## config.mk

```make
export PLATFORM = sky130hd
export DESIGN_NAME = hrb_top
export DESIGN_NICKNAME = d
export VERILOG_FILES = /design/src/hw/hrb_pkg.sv /design/src/hw/hrb_sync.sv /design/src/hw/hrb_fifo.sv /design/src/hw/hrb_top.sv
export SDC_FILE = /design/constraint.sdc
export NUM_CORES = 1
export LEC_CHECK = 0
export BUFFER_PORTS_ARGS = -buffer_cell sky130_fd_sc_hd__buf_2
export CAP_MARGIN = 40
export CELL_PAD_IN_SITES_DETAIL_PLACEMENT = 0
export CELL_PAD_IN_SITES_GLOBAL_PLACEMENT = 1
export CORE_ASPECT_RATIO = 0.8
export CORE_MARGIN = 3
export CORE_UTILIZATION = 55
export DETAILED_ROUTE_END_ITERATION = 10
export PLACE_DENSITY_LB_ADDON = 0.1
export SLEW_MARGIN = 5
export SYNTH_ARGS = -nofsm -noshare
export SYNTH_HDL_FRONTEND = slang
export SYNTH_HIERARCHICAL = 1
export SYNTH_SLANG_ARGS = --single-unit
export TNS_END_PERCENT = 50
```

## constraint.sdc

```tcl
create_clock -name clk -period 8.1 [get_ports clk]
set_input_delay 0.81 -clock clk [delete_from_list [all_inputs] [get_ports clk]]
set_output_delay 0.81 -clock clk [all_outputs]
set_load 0.03 [all_outputs]
```

## src/hw/hrb_pkg.sv

```systemverilog
package hrb_pkg;

    // ------------------------------------------------------------
    // Buffer geometry
    // ------------------------------------------------------------
    localparam int HRB_WORDS  = 16;
    localparam int HRB_IDX_W  = 4;
    localparam int HRB_CNT_W  = 5;
    localparam int HRB_FIFO_D = 8;

    // ------------------------------------------------------------
    // Host address map (host_address_bits)
    // ------------------------------------------------------------
    localparam logic [3:0] HRB_A_RES_LO  = 4'h0;
    localparam logic [3:0] HRB_A_RES_HI  = 4'h1;
    localparam logic [3:0] HRB_A_RX_LO   = 4'h2;
    localparam logic [3:0] HRB_A_RX_HI   = 4'h3;
    localparam logic [3:0] HRB_A_HW_STAT = 4'h4;
    localparam logic [3:0] HRB_A_HW_CTRL = 4'h5;

    // ------------------------------------------------------------
    // Field positions
    // ------------------------------------------------------------
    localparam int HRB_CW_OWN     = 7;
    localparam int HRB_CW_CNT_MSB = 4;
    localparam logic [15:0] HRB_CW_MASK = 16'h009f;
    localparam int HRB_HS_OWN  = 0;
    localparam int HRB_HS_DMA  = 1;
    localparam int HRB_HS_PEND = 2;
    localparam int HRB_HS_IRQ  = 3;
    localparam int HRB_HC_RXIE = 0;
    localparam int HRB_HC_STIE = 1;
    localparam int HRB_HC_DMAE = 2;

    // ------------------------------------------------------------
    // Types
    // ------------------------------------------------------------
    typedef enum logic [1:0] {
        ACC_IDLE  = 2'b00,
        ACC_READ  = 2'b01,
        ACC_WRITE = 2'b10
    } hrb_acc_e;

    typedef struct packed {
        logic [HRB_IDX_W-1:0] addr;
        logic [15:0]          data;
    } hrb_wr_s;

    typedef struct packed {
        logic       cs_n;
        logic       rd_n;
        logic       wr_n;
        logic       ack_n;
        logic [3:0] addr;
        logic [7:0] data;
    } hrb_pins_s;

    localparam hrb_pins_s HRB_PINS_IDLE = '{cs_n: 1'b1, rd_n: 1'b1, wr_n: 1'b1,
                                            ack_n: 1'b1, addr: 4'h0, data: 8'h00};

endpackage

```

## src/hw/hrb_sync.sv

```systemverilog
`timescale 1ns/1ps
module hrb_sync #(
    parameter int           W       = 1,
    parameter logic [W-1:0] RST_VAL = '0
) (
    // Clock and reset
    input  wire logic         clk,
    input  wire logic         sys_rst,
    // Data
    input  wire logic [W-1:0] d,
    output      logic [W-1:0] q
);
    logic [W-1:0] meta_q;

    always_ff @(posedge clk) begin
        if (sys_rst) begin
            meta_q <= RST_VAL;
            q      <= RST_VAL;
        end else begin
            meta_q <= d;
            q      <= meta_q;
        end
    end
endmodule

```

## src/hw/hrb_fifo.sv

```systemverilog
`timescale 1ns/1ps
module hrb_fifo #(
    parameter int W     = 20,
    parameter int DEPTH = 8
) (
    // Clock and reset
    input  wire logic         clk,
    input  wire logic         sys_rst,
    // Fill side
    input  wire logic         in_valid,
    input  wire logic [W-1:0] in_data,
    output      logic         in_ready,
    // Drain side
    output      logic         out_valid,
    input  wire logic         out_ready,
    output      logic [W-1:0] out_data
);
    localparam int PW = $clog2(DEPTH);
    localparam int CW = $clog2(DEPTH + 1);

    logic [W-1:0]  mem [DEPTH];
    logic [PW-1:0] wr_ptr_q;
    logic [PW-1:0] rd_ptr_q;
    logic [CW-1:0] count_q;
    logic [CW-1:0] count_d;
    logic          push;
    logic          pop;

    assign push     = in_valid & in_ready;
    assign pop      = out_valid & out_ready;
    assign out_data = mem[rd_ptr_q];
    assign count_d  = count_q + CW'(push) - CW'(pop);

    function automatic logic [PW-1:0] nxt(input logic [PW-1:0] p);
        return (p == PW'(DEPTH - 1)) ? '0 : p + PW'(1);
    endfunction

    always_ff @(posedge clk) begin
        if (push) begin
            mem[wr_ptr_q] <= in_data;
        end
    end

    // Flags registered so neither side sees a combinational path
    always_ff @(posedge clk) begin
        if (sys_rst) begin
            wr_ptr_q  <= '0;
            rd_ptr_q  <= '0;
            count_q   <= '0;
            in_ready  <= 1'b1;
            out_valid <= 1'b0;
        end else begin
            if (push) begin
                wr_ptr_q <= nxt(wr_ptr_q);
            end
            if (pop) begin
                rd_ptr_q <= nxt(rd_ptr_q);
            end
            count_q   <= count_d;
            in_ready  <= (count_d != CW'(DEPTH));
            out_valid <= (count_d != '0);
        end
    end
endmodule

```

## src/hw/hrb_top.sv

```systemverilog
`timescale 1ns/1ps
// Notes on behaviour
// - Sixteen-bit result word; host can only read it, host writes do nothing.
// - Firmware result write sets status pending; interrupt asserts if enabled.
// - Host read of result upper byte clears pending and releases interrupt.
// - Receive buffer holds sixteen 16-bit words, thirty-two bytes.
// - Host reads buffer sequentially through one port; address made internally.
// - Only one of host and device owns the buffer; device decides changes.
// - Control word: ownership bit 7, word count bits 4-0, other bits zero.
// - Ownership 0: device writes any location. Ownership 1: host reads port.
// - Ownership resets to zero, shows in status, drives DMA request.
// - Five-bit address counter cleared when device writes ownership 1.
// - Counter advances on upper-byte port access only.
// - Port is 8 bits; processor access picks byte by lowest address bit.
// - DMA access selected by acknowledge; host address bits ignored.
// - DMA byte toggle flips per DMA access while host owns, cleared on ownership 0 to 1.
// - While host owns, counter equal to word count returns ownership.
// - Firmware fills buffer, then sets count and ownership, then refills.
// - DMA request follows ownership; drops when last word returns buffer.
// - Interrupt asserted while ownership set and its enable set.
// - DMA request and its status stay low unless DMA enable set.
module hrb_top #(
    parameter int FIFO_DEPTH = hrb_pkg::HRB_FIFO_D
) (
    // Clock and reset
    input  wire logic             clk,
    input  wire logic             sys_rst,
    // Firmware result word
    input  wire logic             fw_result_we,
    input  wire logic [15:0]      fw_result_wdata,
    output      logic             fw_status_pending,
    // Firmware buffer control
    input  wire logic             fw_ctrl_we,
    input  wire logic [15:0]      fw_ctrl_wdata,
    output      logic [15:0]      fw_ctrl_word,
    output      logic             fw_buf_drained,
    // Firmware buffer writes
    input  wire logic             fw_wr_valid,
    input  wire hrb_pkg::hrb_wr_s fw_wr,
    output      logic             fw_wr_ready,
    // Host bus pins
    input  wire logic             host_cs_n,
    input  wire logic             host_rd_n,
    input  wire logic             host_wr_n,
    input  wire logic             rx_dma_ack_n,
    input  wire logic [3:0]       host_address_bits,
    input  wire logic [7:0]       host_data_in,
    output      logic [7:0]       host_data_out,
    output      logic             host_data_oe_n,
    // Host signalling
    output      logic             host_interrupt_n,
    output      logic             rx_dma_request
);
    import hrb_pkg::*;

    // ------------------------------------------------------------
    // Pin synchronisation
    // ------------------------------------------------------------
    hrb_pins_s pins_raw;
    hrb_pins_s pins;

    assign pins_raw = {host_cs_n, host_rd_n, host_wr_n, rx_dma_ack_n,
                       host_address_bits, host_data_in};

    hrb_sync #(
        .W       ($bits(hrb_pins_s)),
        .RST_VAL (HRB_PINS_IDLE)
    ) u_sync (
        .clk     (clk),
        .sys_rst (sys_rst),
        .d       (pins_raw),
        .q       (pins)
    );

    // ------------------------------------------------------------
    // State
    // ------------------------------------------------------------
    hrb_acc_e             st_q;
    hrb_acc_e             st_d;
    logic [15:0]          result_q;
    logic                 owner_q;
    logic [HRB_CNT_W-1:0] frame_q;
    logic [HRB_CNT_W-1:0] cnt_q;
    logic                 tog_q;
    logic                 irq_ie_q;
    logic                 st_ie_q;
    logic                 dma_en_q;
    logic                 acc_dma_q;
    logic                 acc_hi_q;
    logic                 acc_rx_q;
    logic [3:0]           acc_addr_q;
    logic [15:0]          mem [HRB_WORDS];

    // ------------------------------------------------------------
    // Decode
    // ------------------------------------------------------------
    logic       rd_start;
    logic       wr_start;
    logic       rd_end;
    logic       wr_end;
    logic       start_dma;
    logic       start_hi;
    logic       start_rx;
    logic       rx_hit;
    logic       rx_adv;
    logic       res_hi_rd;
    logic       ctrl_wr;
    logic       fw_ctrl_ok;
    logic       handoff;
    logic       cmp_hit;
    logic       drain_valid;
    logic       drain_ready;
    logic       drain_fire;
    logic       irq_d;
    logic [7:0] hw_stat;
    logic [7:0] rd_byte;
    logic [15:0] rx_word;
    hrb_wr_s    drain_word;

    function automatic logic [7:0] pick(input logic [15:0] w, input logic hi);
        return hi ? w[15:8] : w[7:0];
    endfunction

    assign rd_start  = (st_q == ACC_IDLE) & ~pins.rd_n & (~pins.cs_n | ~pins.ack_n);
    assign wr_start  = (st_q == ACC_IDLE) & ~pins.wr_n & ~pins.cs_n & pins.rd_n;
    assign rd_end    = (st_q == ACC_READ) & pins.rd_n;
    assign wr_end    = (st_q == ACC_WRITE) & pins.wr_n;
    assign start_dma = ~pins.ack_n;
    assign start_hi  = start_dma ? tog_q : pins.addr[0];
    assign start_rx  = start_dma | (pins.addr[3:1] == HRB_A_RX_LO[3:1]);
    assign rx_word   = mem[cnt_q[HRB_IDX_W-1:0]];

    // Stray port accesses while the device owns are harmless
    assign rx_hit    = rd_end & acc_rx_q & owner_q;
    assign rx_adv    = rx_hit & acc_hi_q;
    assign res_hi_rd = rd_end & ~acc_rx_q & (acc_addr_q == HRB_A_RES_HI);
    assign ctrl_wr   = wr_end & (acc_addr_q == HRB_A_HW_CTRL);

    // Handing over with words still queued would expose stale data
    assign fw_ctrl_ok = fw_ctrl_we & (~fw_ctrl_wdata[HRB_CW_OWN] | ~drain_valid);
    assign handoff    = fw_ctrl_ok & fw_ctrl_wdata[HRB_CW_OWN];
    assign cmp_hit    = owner_q & (cnt_q == frame_q);
    assign drain_ready = ~owner_q;
    assign drain_fire  = drain_valid & drain_ready;
    assign irq_d = (fw_status_pending & st_ie_q) | (owner_q & irq_ie_q);

    always_comb begin
        hw_stat              = '0;
        hw_stat[HRB_HS_OWN]  = owner_q;
        hw_stat[HRB_HS_DMA]  = rx_dma_request;
        hw_stat[HRB_HS_PEND] = fw_status_pending;
        hw_stat[HRB_HS_IRQ]  = ~host_interrupt_n;
    end

    assign rd_byte = start_rx                       ? pick(rx_word, start_hi) :
                     (pins.addr == HRB_A_RES_LO)    ? result_q[7:0] :
                     (pins.addr == HRB_A_RES_HI)    ? result_q[15:8] :
                     (pins.addr == HRB_A_HW_STAT)   ? hw_stat : 8'h00;

    assign fw_ctrl_word = {8'h00, owner_q, 2'b00, frame_q};

    // ------------------------------------------------------------
    // Firmware write queue
    // ------------------------------------------------------------
    hrb_fifo #(
        .W         ($bits(hrb_wr_s)),
        .DEPTH     (FIFO_DEPTH)
    ) u_fifo (
        .clk       (clk),
        .sys_rst   (sys_rst),
        .in_valid  (fw_wr_valid),
        .in_data   (fw_wr),
        .in_ready  (fw_wr_ready),
        .out_valid (drain_valid),
        .out_ready (drain_ready),
        .out_data  (drain_word)
    );

    always_ff @(posedge clk) begin
        if (drain_fire) begin
            mem[drain_word.addr] <= drain_word.data;
        end
    end

    // ------------------------------------------------------------
    // Host access sequencer
    // ------------------------------------------------------------
    always_comb begin
        st_d = st_q;
        unique case (st_q)
            ACC_IDLE: begin
                if (rd_start) begin
                    st_d = ACC_READ;
                end else if (wr_start) begin
                    st_d = ACC_WRITE;
                end
            end
            ACC_READ: begin
                if (pins.rd_n) begin
                    st_d = ACC_IDLE;
                end
            end
            ACC_WRITE: begin
                if (pins.wr_n) begin
                    st_d = ACC_IDLE;
                end
            end
            default: st_d = ACC_IDLE;
        endcase
    end

    always_ff @(posedge clk) begin
        if (sys_rst) begin
            st_q           <= ACC_IDLE;
            host_data_out  <= 8'h00;
            host_data_oe_n <= 1'b1;
        end else begin
            st_q <= st_d;
            if (rd_start) begin
                host_data_out  <= rd_byte;
                host_data_oe_n <= 1'b0;
            end else if (rd_end) begin
                host_data_oe_n <= 1'b1;
            end
        end
    end

    always_ff @(posedge clk) begin
        if (sys_rst) begin
            acc_dma_q  <= 1'b0;
            acc_hi_q   <= 1'b0;
            acc_rx_q   <= 1'b0;
            acc_addr_q <= 4'h0;
        end else if (rd_start | wr_start) begin
            acc_dma_q  <= start_dma & rd_start;
            acc_hi_q   <= start_hi;
            acc_rx_q   <= start_rx & rd_start;
            acc_addr_q <= pins.addr;
        end
    end

    // ------------------------------------------------------------
    // Result word and hardware control
    // ------------------------------------------------------------
    always_ff @(posedge clk) begin
        if (sys_rst) begin
            result_q <= 16'h0000;
        end else if (fw_result_we) begin
            result_q <= fw_result_wdata;
        end
    end

    // Firmware update wins over a simultaneous host clear
    always_ff @(posedge clk) begin
        if (sys_rst) begin
            fw_status_pending <= 1'b0;
        end else if (fw_result_we) begin
            fw_status_pending <= 1'b1;
        end else if (res_hi_rd) begin
            fw_status_pending <= 1'b0;
        end
    end

    always_ff @(posedge clk) begin
        if (sys_rst) begin
            irq_ie_q <= 1'b0;
            st_ie_q  <= 1'b0;
            dma_en_q <= 1'b0;
        end else if (ctrl_wr) begin
            irq_ie_q <= pins.data[HRB_HC_RXIE];
            st_ie_q  <= pins.data[HRB_HC_STIE];
            dma_en_q <= pins.data[HRB_HC_DMAE];
        end
    end

    // ------------------------------------------------------------
    // Ownership, counter, toggle
    // ------------------------------------------------------------
    always_ff @(posedge clk) begin
        if (sys_rst) begin
            owner_q <= 1'b0;
            frame_q <= '0;
        end else if (fw_ctrl_ok) begin
            owner_q <= fw_ctrl_wdata[HRB_CW_OWN];
            frame_q <= fw_ctrl_wdata[HRB_CW_CNT_MSB:0];
        end else if (cmp_hit) begin
            owner_q <= 1'b0;
        end
    end

    always_ff @(posedge clk) begin
        if (sys_rst) begin
            cnt_q <= '0;
        end else if (handoff) begin
            cnt_q <= '0;
        end else if (rx_adv) begin
            cnt_q <= cnt_q + HRB_CNT_W'(1);
        end
    end

    always_ff @(posedge clk) begin
        if (sys_rst) begin
            tog_q <= 1'b0;
        end else if (handoff & ~owner_q) begin
            tog_q <= 1'b0;
        end else if (rx_hit & acc_dma_q) begin
            tog_q <= ~tog_q;
        end
    end

    always_ff @(posedge clk) begin
        if (sys_rst) begin
            host_interrupt_n <= 1'b1;
            rx_dma_request   <= 1'b0;
            fw_buf_drained   <= 1'b1;
        end else begin
            host_interrupt_n <= ~irq_d;
            rx_dma_request   <= owner_q & dma_en_q;
            fw_buf_drained   <= ~drain_valid;
        end
    end
endmodule

```

=== Yosys cells after proc, flatten, opt, wreduce, memory -nomap -nowiden ===
Memory sizes are Yosys's and may differ from the RTL's. A register that Yosys moved wholly into a read port is not among the register bits.
Index checks and enable logic that the tools add are counted.

* Memory bits (writable): 416
* Output and inout port bits: 30
* Register bits: 97
* Memories kept: 2

* Equality and inequality tests: 14
* Reduce and logical (&&, ||, !) cells: 9
* Mux-type cells: 27
* Bitwise logic cells: 41
* Add/sub/neg operators: 5

{| class="wikitable"
|+ Memory list
! memory !! depth !! width !! read ports !! clocked after Yosys merged registers in !! wr ports !! line !! source
|-
| mem || 16 || 16 || 1 || 1 || 1 || hrb_top.sv:92 || <nowiki>logic [15:0] mem [HRB_WORDS];</nowiki>
|-
| u_fifo.mem || 8 || 20 || 1 || 1 || 1 || hrb_fifo.sv:21 || <nowiki>logic [W-1:0] mem [DEPTH];</nowiki>
|}

{| class="wikitable"
|+ Operators by type and width
! kind !! count
|-
| two-way mux 8 bit || 4
|-
| AND 1 bit || 25
|-
| two-way mux 3 bit || 4
|-
| two-way mux 4 bit || 3
|-
| two-way mux 1 bit || 11
|-
| inverter 1 bit || 11
|-
| equality test 4 x 1 -> 1 bit (second input constant) || 2
|-
| equality test 4 x 3 -> 1 bit (second input constant) || 2
|-
| two-way mux 2 bit || 4
|-
| adder 3 x 1 -> 3 bit (second input constant) || 2
|-
| equality test 3 bit (second input constant) || 2
|-
| case mux 2 bit (3 select lines) || 1
|-
| nonzero test 2 bit || 3
|-
| adder 5 x 1 -> 5 bit (second input constant) || 1
|-
| equality test 5 bit || 1
|-
| OR 1 bit || 5
|-
| adder 4 x 1 -> 4 bit || 1
|-
| logical NOT 4 bit || 1
|-
| != test 2 x 1 -> 1 bit (second input constant) || 2
|-
| != test 4 bit (second input constant) || 1
|-
| nonzero test 4 bit || 1
|-
| OR reduction 2 bit || 2
|-
| subtractor 4 x 1 -> 4 bit || 1
|-
| equality test 3 x 1 -> 1 bit (second input constant) || 1
|-
| other kinds (5) || 5
|}

=== Longest topological paths before layout ===
* Depth in word-level cells: 7
* Depth in mapped cells: 10
* Mapped depth without buffers: 10

=== Modules after synthesis ===
The synthesis kept the hierarchy.

{| class="wikitable"
|+ By module, submodules not included
! module !! instances !! sequential area each (um^2) !! cells an instance !! area each (um^2)
|-
| hrb_top || 1 || 8828.5 || 716 || 12460.7
|-
| hrb_fifo || 1 || 5104.9 || 311 || 6861.6
|-
| hrb_sync || 1 || 640.6 || 67 || 862.1
|}

=== Worst setup path before layout ===
No wires, ideal clock.

* Kind: input -> register
* Start point: input fw_wr_valid
* End point: memory u_fifo.mem[0][0], enable pin
* Data arrival time: 2.943 ns
* Path buffers: 0
* Stages on the path: 2
* Setup time: 0.448 ns
* Setup slack: 4.709 ns
* Cells stage by stage: nand2_1 > nor4_1

* Longest elaborated chain between the ends: 3

{| class="wikitable"
|+ Ends and longest elaborated chain
! element !! line !! source
|-
| start: declaration || hrb_top.sv:38 || <nowiki>input wire logic fw_wr_valid,</nowiki>
|-
| AND 1 bit || hrb_fifo.sv:29 || <nowiki>assign push = in_valid & in_ready;</nowiki>
|-
| two-way mux 1 bit || hrb_fifo.sv:39 || <nowiki>if (push) begin</nowiki>
|-
| two-way mux 1 bit (not written as such) || hrb_fifo.sv:40 || <nowiki>mem[wr_ptr_q] <= in_data;</nowiki>
|-
| end: declaration || hrb_fifo.sv:21 ||
|}

No other way between the ends.

==> results.toml <==
[timing]
drv_slew = 0
fin_crit_ns = 3.40
worst_pin_slew_ns = 0.891
clock_skew_ns = 0.0275
worst_slack_ns = 4.70
finalSetupTns_ns = 0
fin_crit_sh_pct = 42.0
fmax_mhz = 294
rsz0062_at_grt = "no"
setup_violations = 0
hold_violations = 0
relSlewSlack_pct = 40.1

[clocking]
cts_hold_buffers = 0
cts_setup_buffers = 0
cts.sinks = 510
cts_resized = 0
clock_latency_ns = 0.57
cts_tree = "yes"
cts_buffer_depth = 3
numCtsBuffers = 48
path_clk_slew_ns = 0.06
h-tree-depth = 2
cts_root_buf = "clkbuf_16"

[route]
via_per_inst = 5.82
vias = 9840
drt-total-wl_mm = 40.1
wire_per_inst_um = 23.7
drcViolationCount = 0
dr.pass1.iters = 7
drtIter0Drc = 938
ant_nets = 0

[place]
dp.cells = 1606
hpwl_mm = 23.9
place_ws_ns = 4.67
gp_congestion = 0.734
io_buffer_count = 77

[setup_path]
start_kind = "flip-flop"
worstPathMaxFanout = 40
cp.arrival_ns = 3.66
worstPathRequired_ns = 8.36
crit_type = "flip-flop to flip-flop"
cp-end-kind = "flip-flop"

[yosys]
syn_area_um2 = 19900
synth_warnings = 6
synth_cells = 1074
syn_area_per_cell_um2 = 18.5

[final_layout]
area_delta_synth_final_pct = 12.3
finalNetCount = 1266
final_layout_size_suffix_gt1_share_pct = 22.4
stdcell_count = 1692
antenna_cells = 0

[global_routing]
track_usage_pct = 21.2
grt_pass1_wl_mm = 60.7
globalRouteOverflowTotal = 0
grt_pass1_vias = 9937
grt_antenna_before_repair = 4
grt_max_degree = 60

[die]
boundaryPins = 103
dieArea_um2 = 38600
core_um2 = 35300
start_util_pct = 56.5
die_h_um = 176
die_w_um = 219
row_count = 61

[power_and_ir_drop]
seqPwrFrac_pct = 51.8
p_switching_uw = 1580
leakage_uw = 0.00749
combinationalPowerShare_pct = 14.1
sw_frac_of_total_pct = 24.6
finalPower_uw = 6400
internal-power_uw = 4820
pwr_density_cell_nw_per_um2 = 286
p_clk_share_pct = 34.1
peakVddDrop_v = 0.000189

[hold_path]
hp-class = "flip-flop to flip-flop"

[run]
maxCapViolations = 0

[status]
status = "finished clean"
==> layout by cell type (no fill, tap or decap), types with 5 or more instances in the layout <==
| cell type | count |
|---|---|
| mux4_1 | 53 |
| clkinv_2 | 5 |
| xnor2_1 | 5 |
| nand2b_1 | 13 |
| nor2b_1 | 23 |
| clkbuf_1 | 13 |
| buf_4 | 31 |
| a21oi_1 | 25 |
| nor2_1 | 69 |
| dfxtp_1 | 91 |
| ha_1 | 8 |
| nor3_2 | 8 |
| bufinv_16 | 5 |
| nand4_1 | 5 |
| conb_1 | 10 |
| nand2_1 | 37 |
| nand3_1 | 20 |
| clkinv_1 | 12 |
| xor2_1 | 7 |
| buf_2 | 77 |
| clkbuf_16 | 49 |
| mux2_2 | 28 |
| a22oi_1 | 12 |
| mux2i_1 | 45 |
| inv_1 | 9 |
| a31oi_1 | 9 |
| or2_1 | 8 |
| mux4_2 | 47 |
| edfxtp_1 | 416 |
| nor2_2 | 10 |
==> flip-flops by register name, summed over array words and instances (netlist names), 2 cells and up, named ones only <==
| register | flops |
|---|---|
| st_q | 2 |
| result_q | 16 |
| u_sync/q | 11 |
| cnt_q | 5 |
| acc_addr_q | 4 |
| mem | 256 |
| u_fifo/count_q | 4 |
| u_sync/meta_q | 11 |
| frame_q | 5 |
| u_fifo/mem | 160 |
| u_fifo/rd_ptr_q | 3 |
| u_fifo/wr_ptr_q | 3 |
| host_data_out | 8 |
==> metal layers <==
metal,up-vias,share of wire (%),GRT usage [%]
met4,6,2.1,5.51
met2,238,48,33.6
li1,4503,-,-
met5,-,0.11,0
met1,5020,45,31.0
met3,73,5.5,4.01
==> cell type report <==
type / count / area (um^2)
clock buffers: 62 / 1270
clock inverters: 24 / 238
fillers: 2537 / 12900
inverters: 9 / 33.8
multi-input cells: 503 / 5160
flip-flops and latches: 510 / 14400
well taps: 472 / 591
repair buffers: 112 / 691
==> power by group through the flow <==
| stage | Sequential [uW] | Combinational, uW | Clock [uW] |
|---|---|---|---|
| 2_1_floorplan | 3360 | 586 | 0 |
| 3_3_place_gp | 3360 | 880 | 0 |
| 3_5_place_dp | 3370 | 908 | 0 |
| 4_1_cts | 3320 | 913 | 2230 |
| 5_1_grt | 3330 | 981 | 2330 |
| 6_report | 3320 | 901 | 2180 |
==> stage by stage <==
step / instance area [um^2] / util [%] / hold WS, ns
2_1_floorplan: 20000 / - / 0.383
3_3_place_gp: 20800 / 58.9 / 0.391
3_5_place_dp: 20900 / 59.2 / 0.397
4_1_cts: 22400 / 63.4 / 0.401
5_1_grt: 22400 / 63.4 / 0.417
6_report: 22400 / 63.4 / 0.398
==> critical path, cell delays in order, from the launching register on <==
cell      delay, ns
dfxtp_2        0.31
buf_4          0.53
mux4_1         0.64
mux2_2         0.36
nand2b_1       0.23
nor2_2         0.67
buf_4          0.35
==> final timing paths <==
check / from / endpoint / slack, ns / cells after the start
worst min-delay path: u_sync/meta_q[14]$_SDFF_PP1_ / u_sync/q[14]$_SDFF_PP1_ / 0.40 / 1
worst max register to register: flip-flop / mem[14][4]$_DFFE_PP_ / 4.70 / 6
worst max-delay path: flip-flop / mem[14][4]$_DFFE_PP_ / 4.70 / 6
worst min register to register: u_sync/meta_q[14]$_SDFF_PP1_ / u_sync/q[14]$_SDFF_PP1_ / 0.40 / 1
No activity file was read; power rests on OpenSTA's default activity.
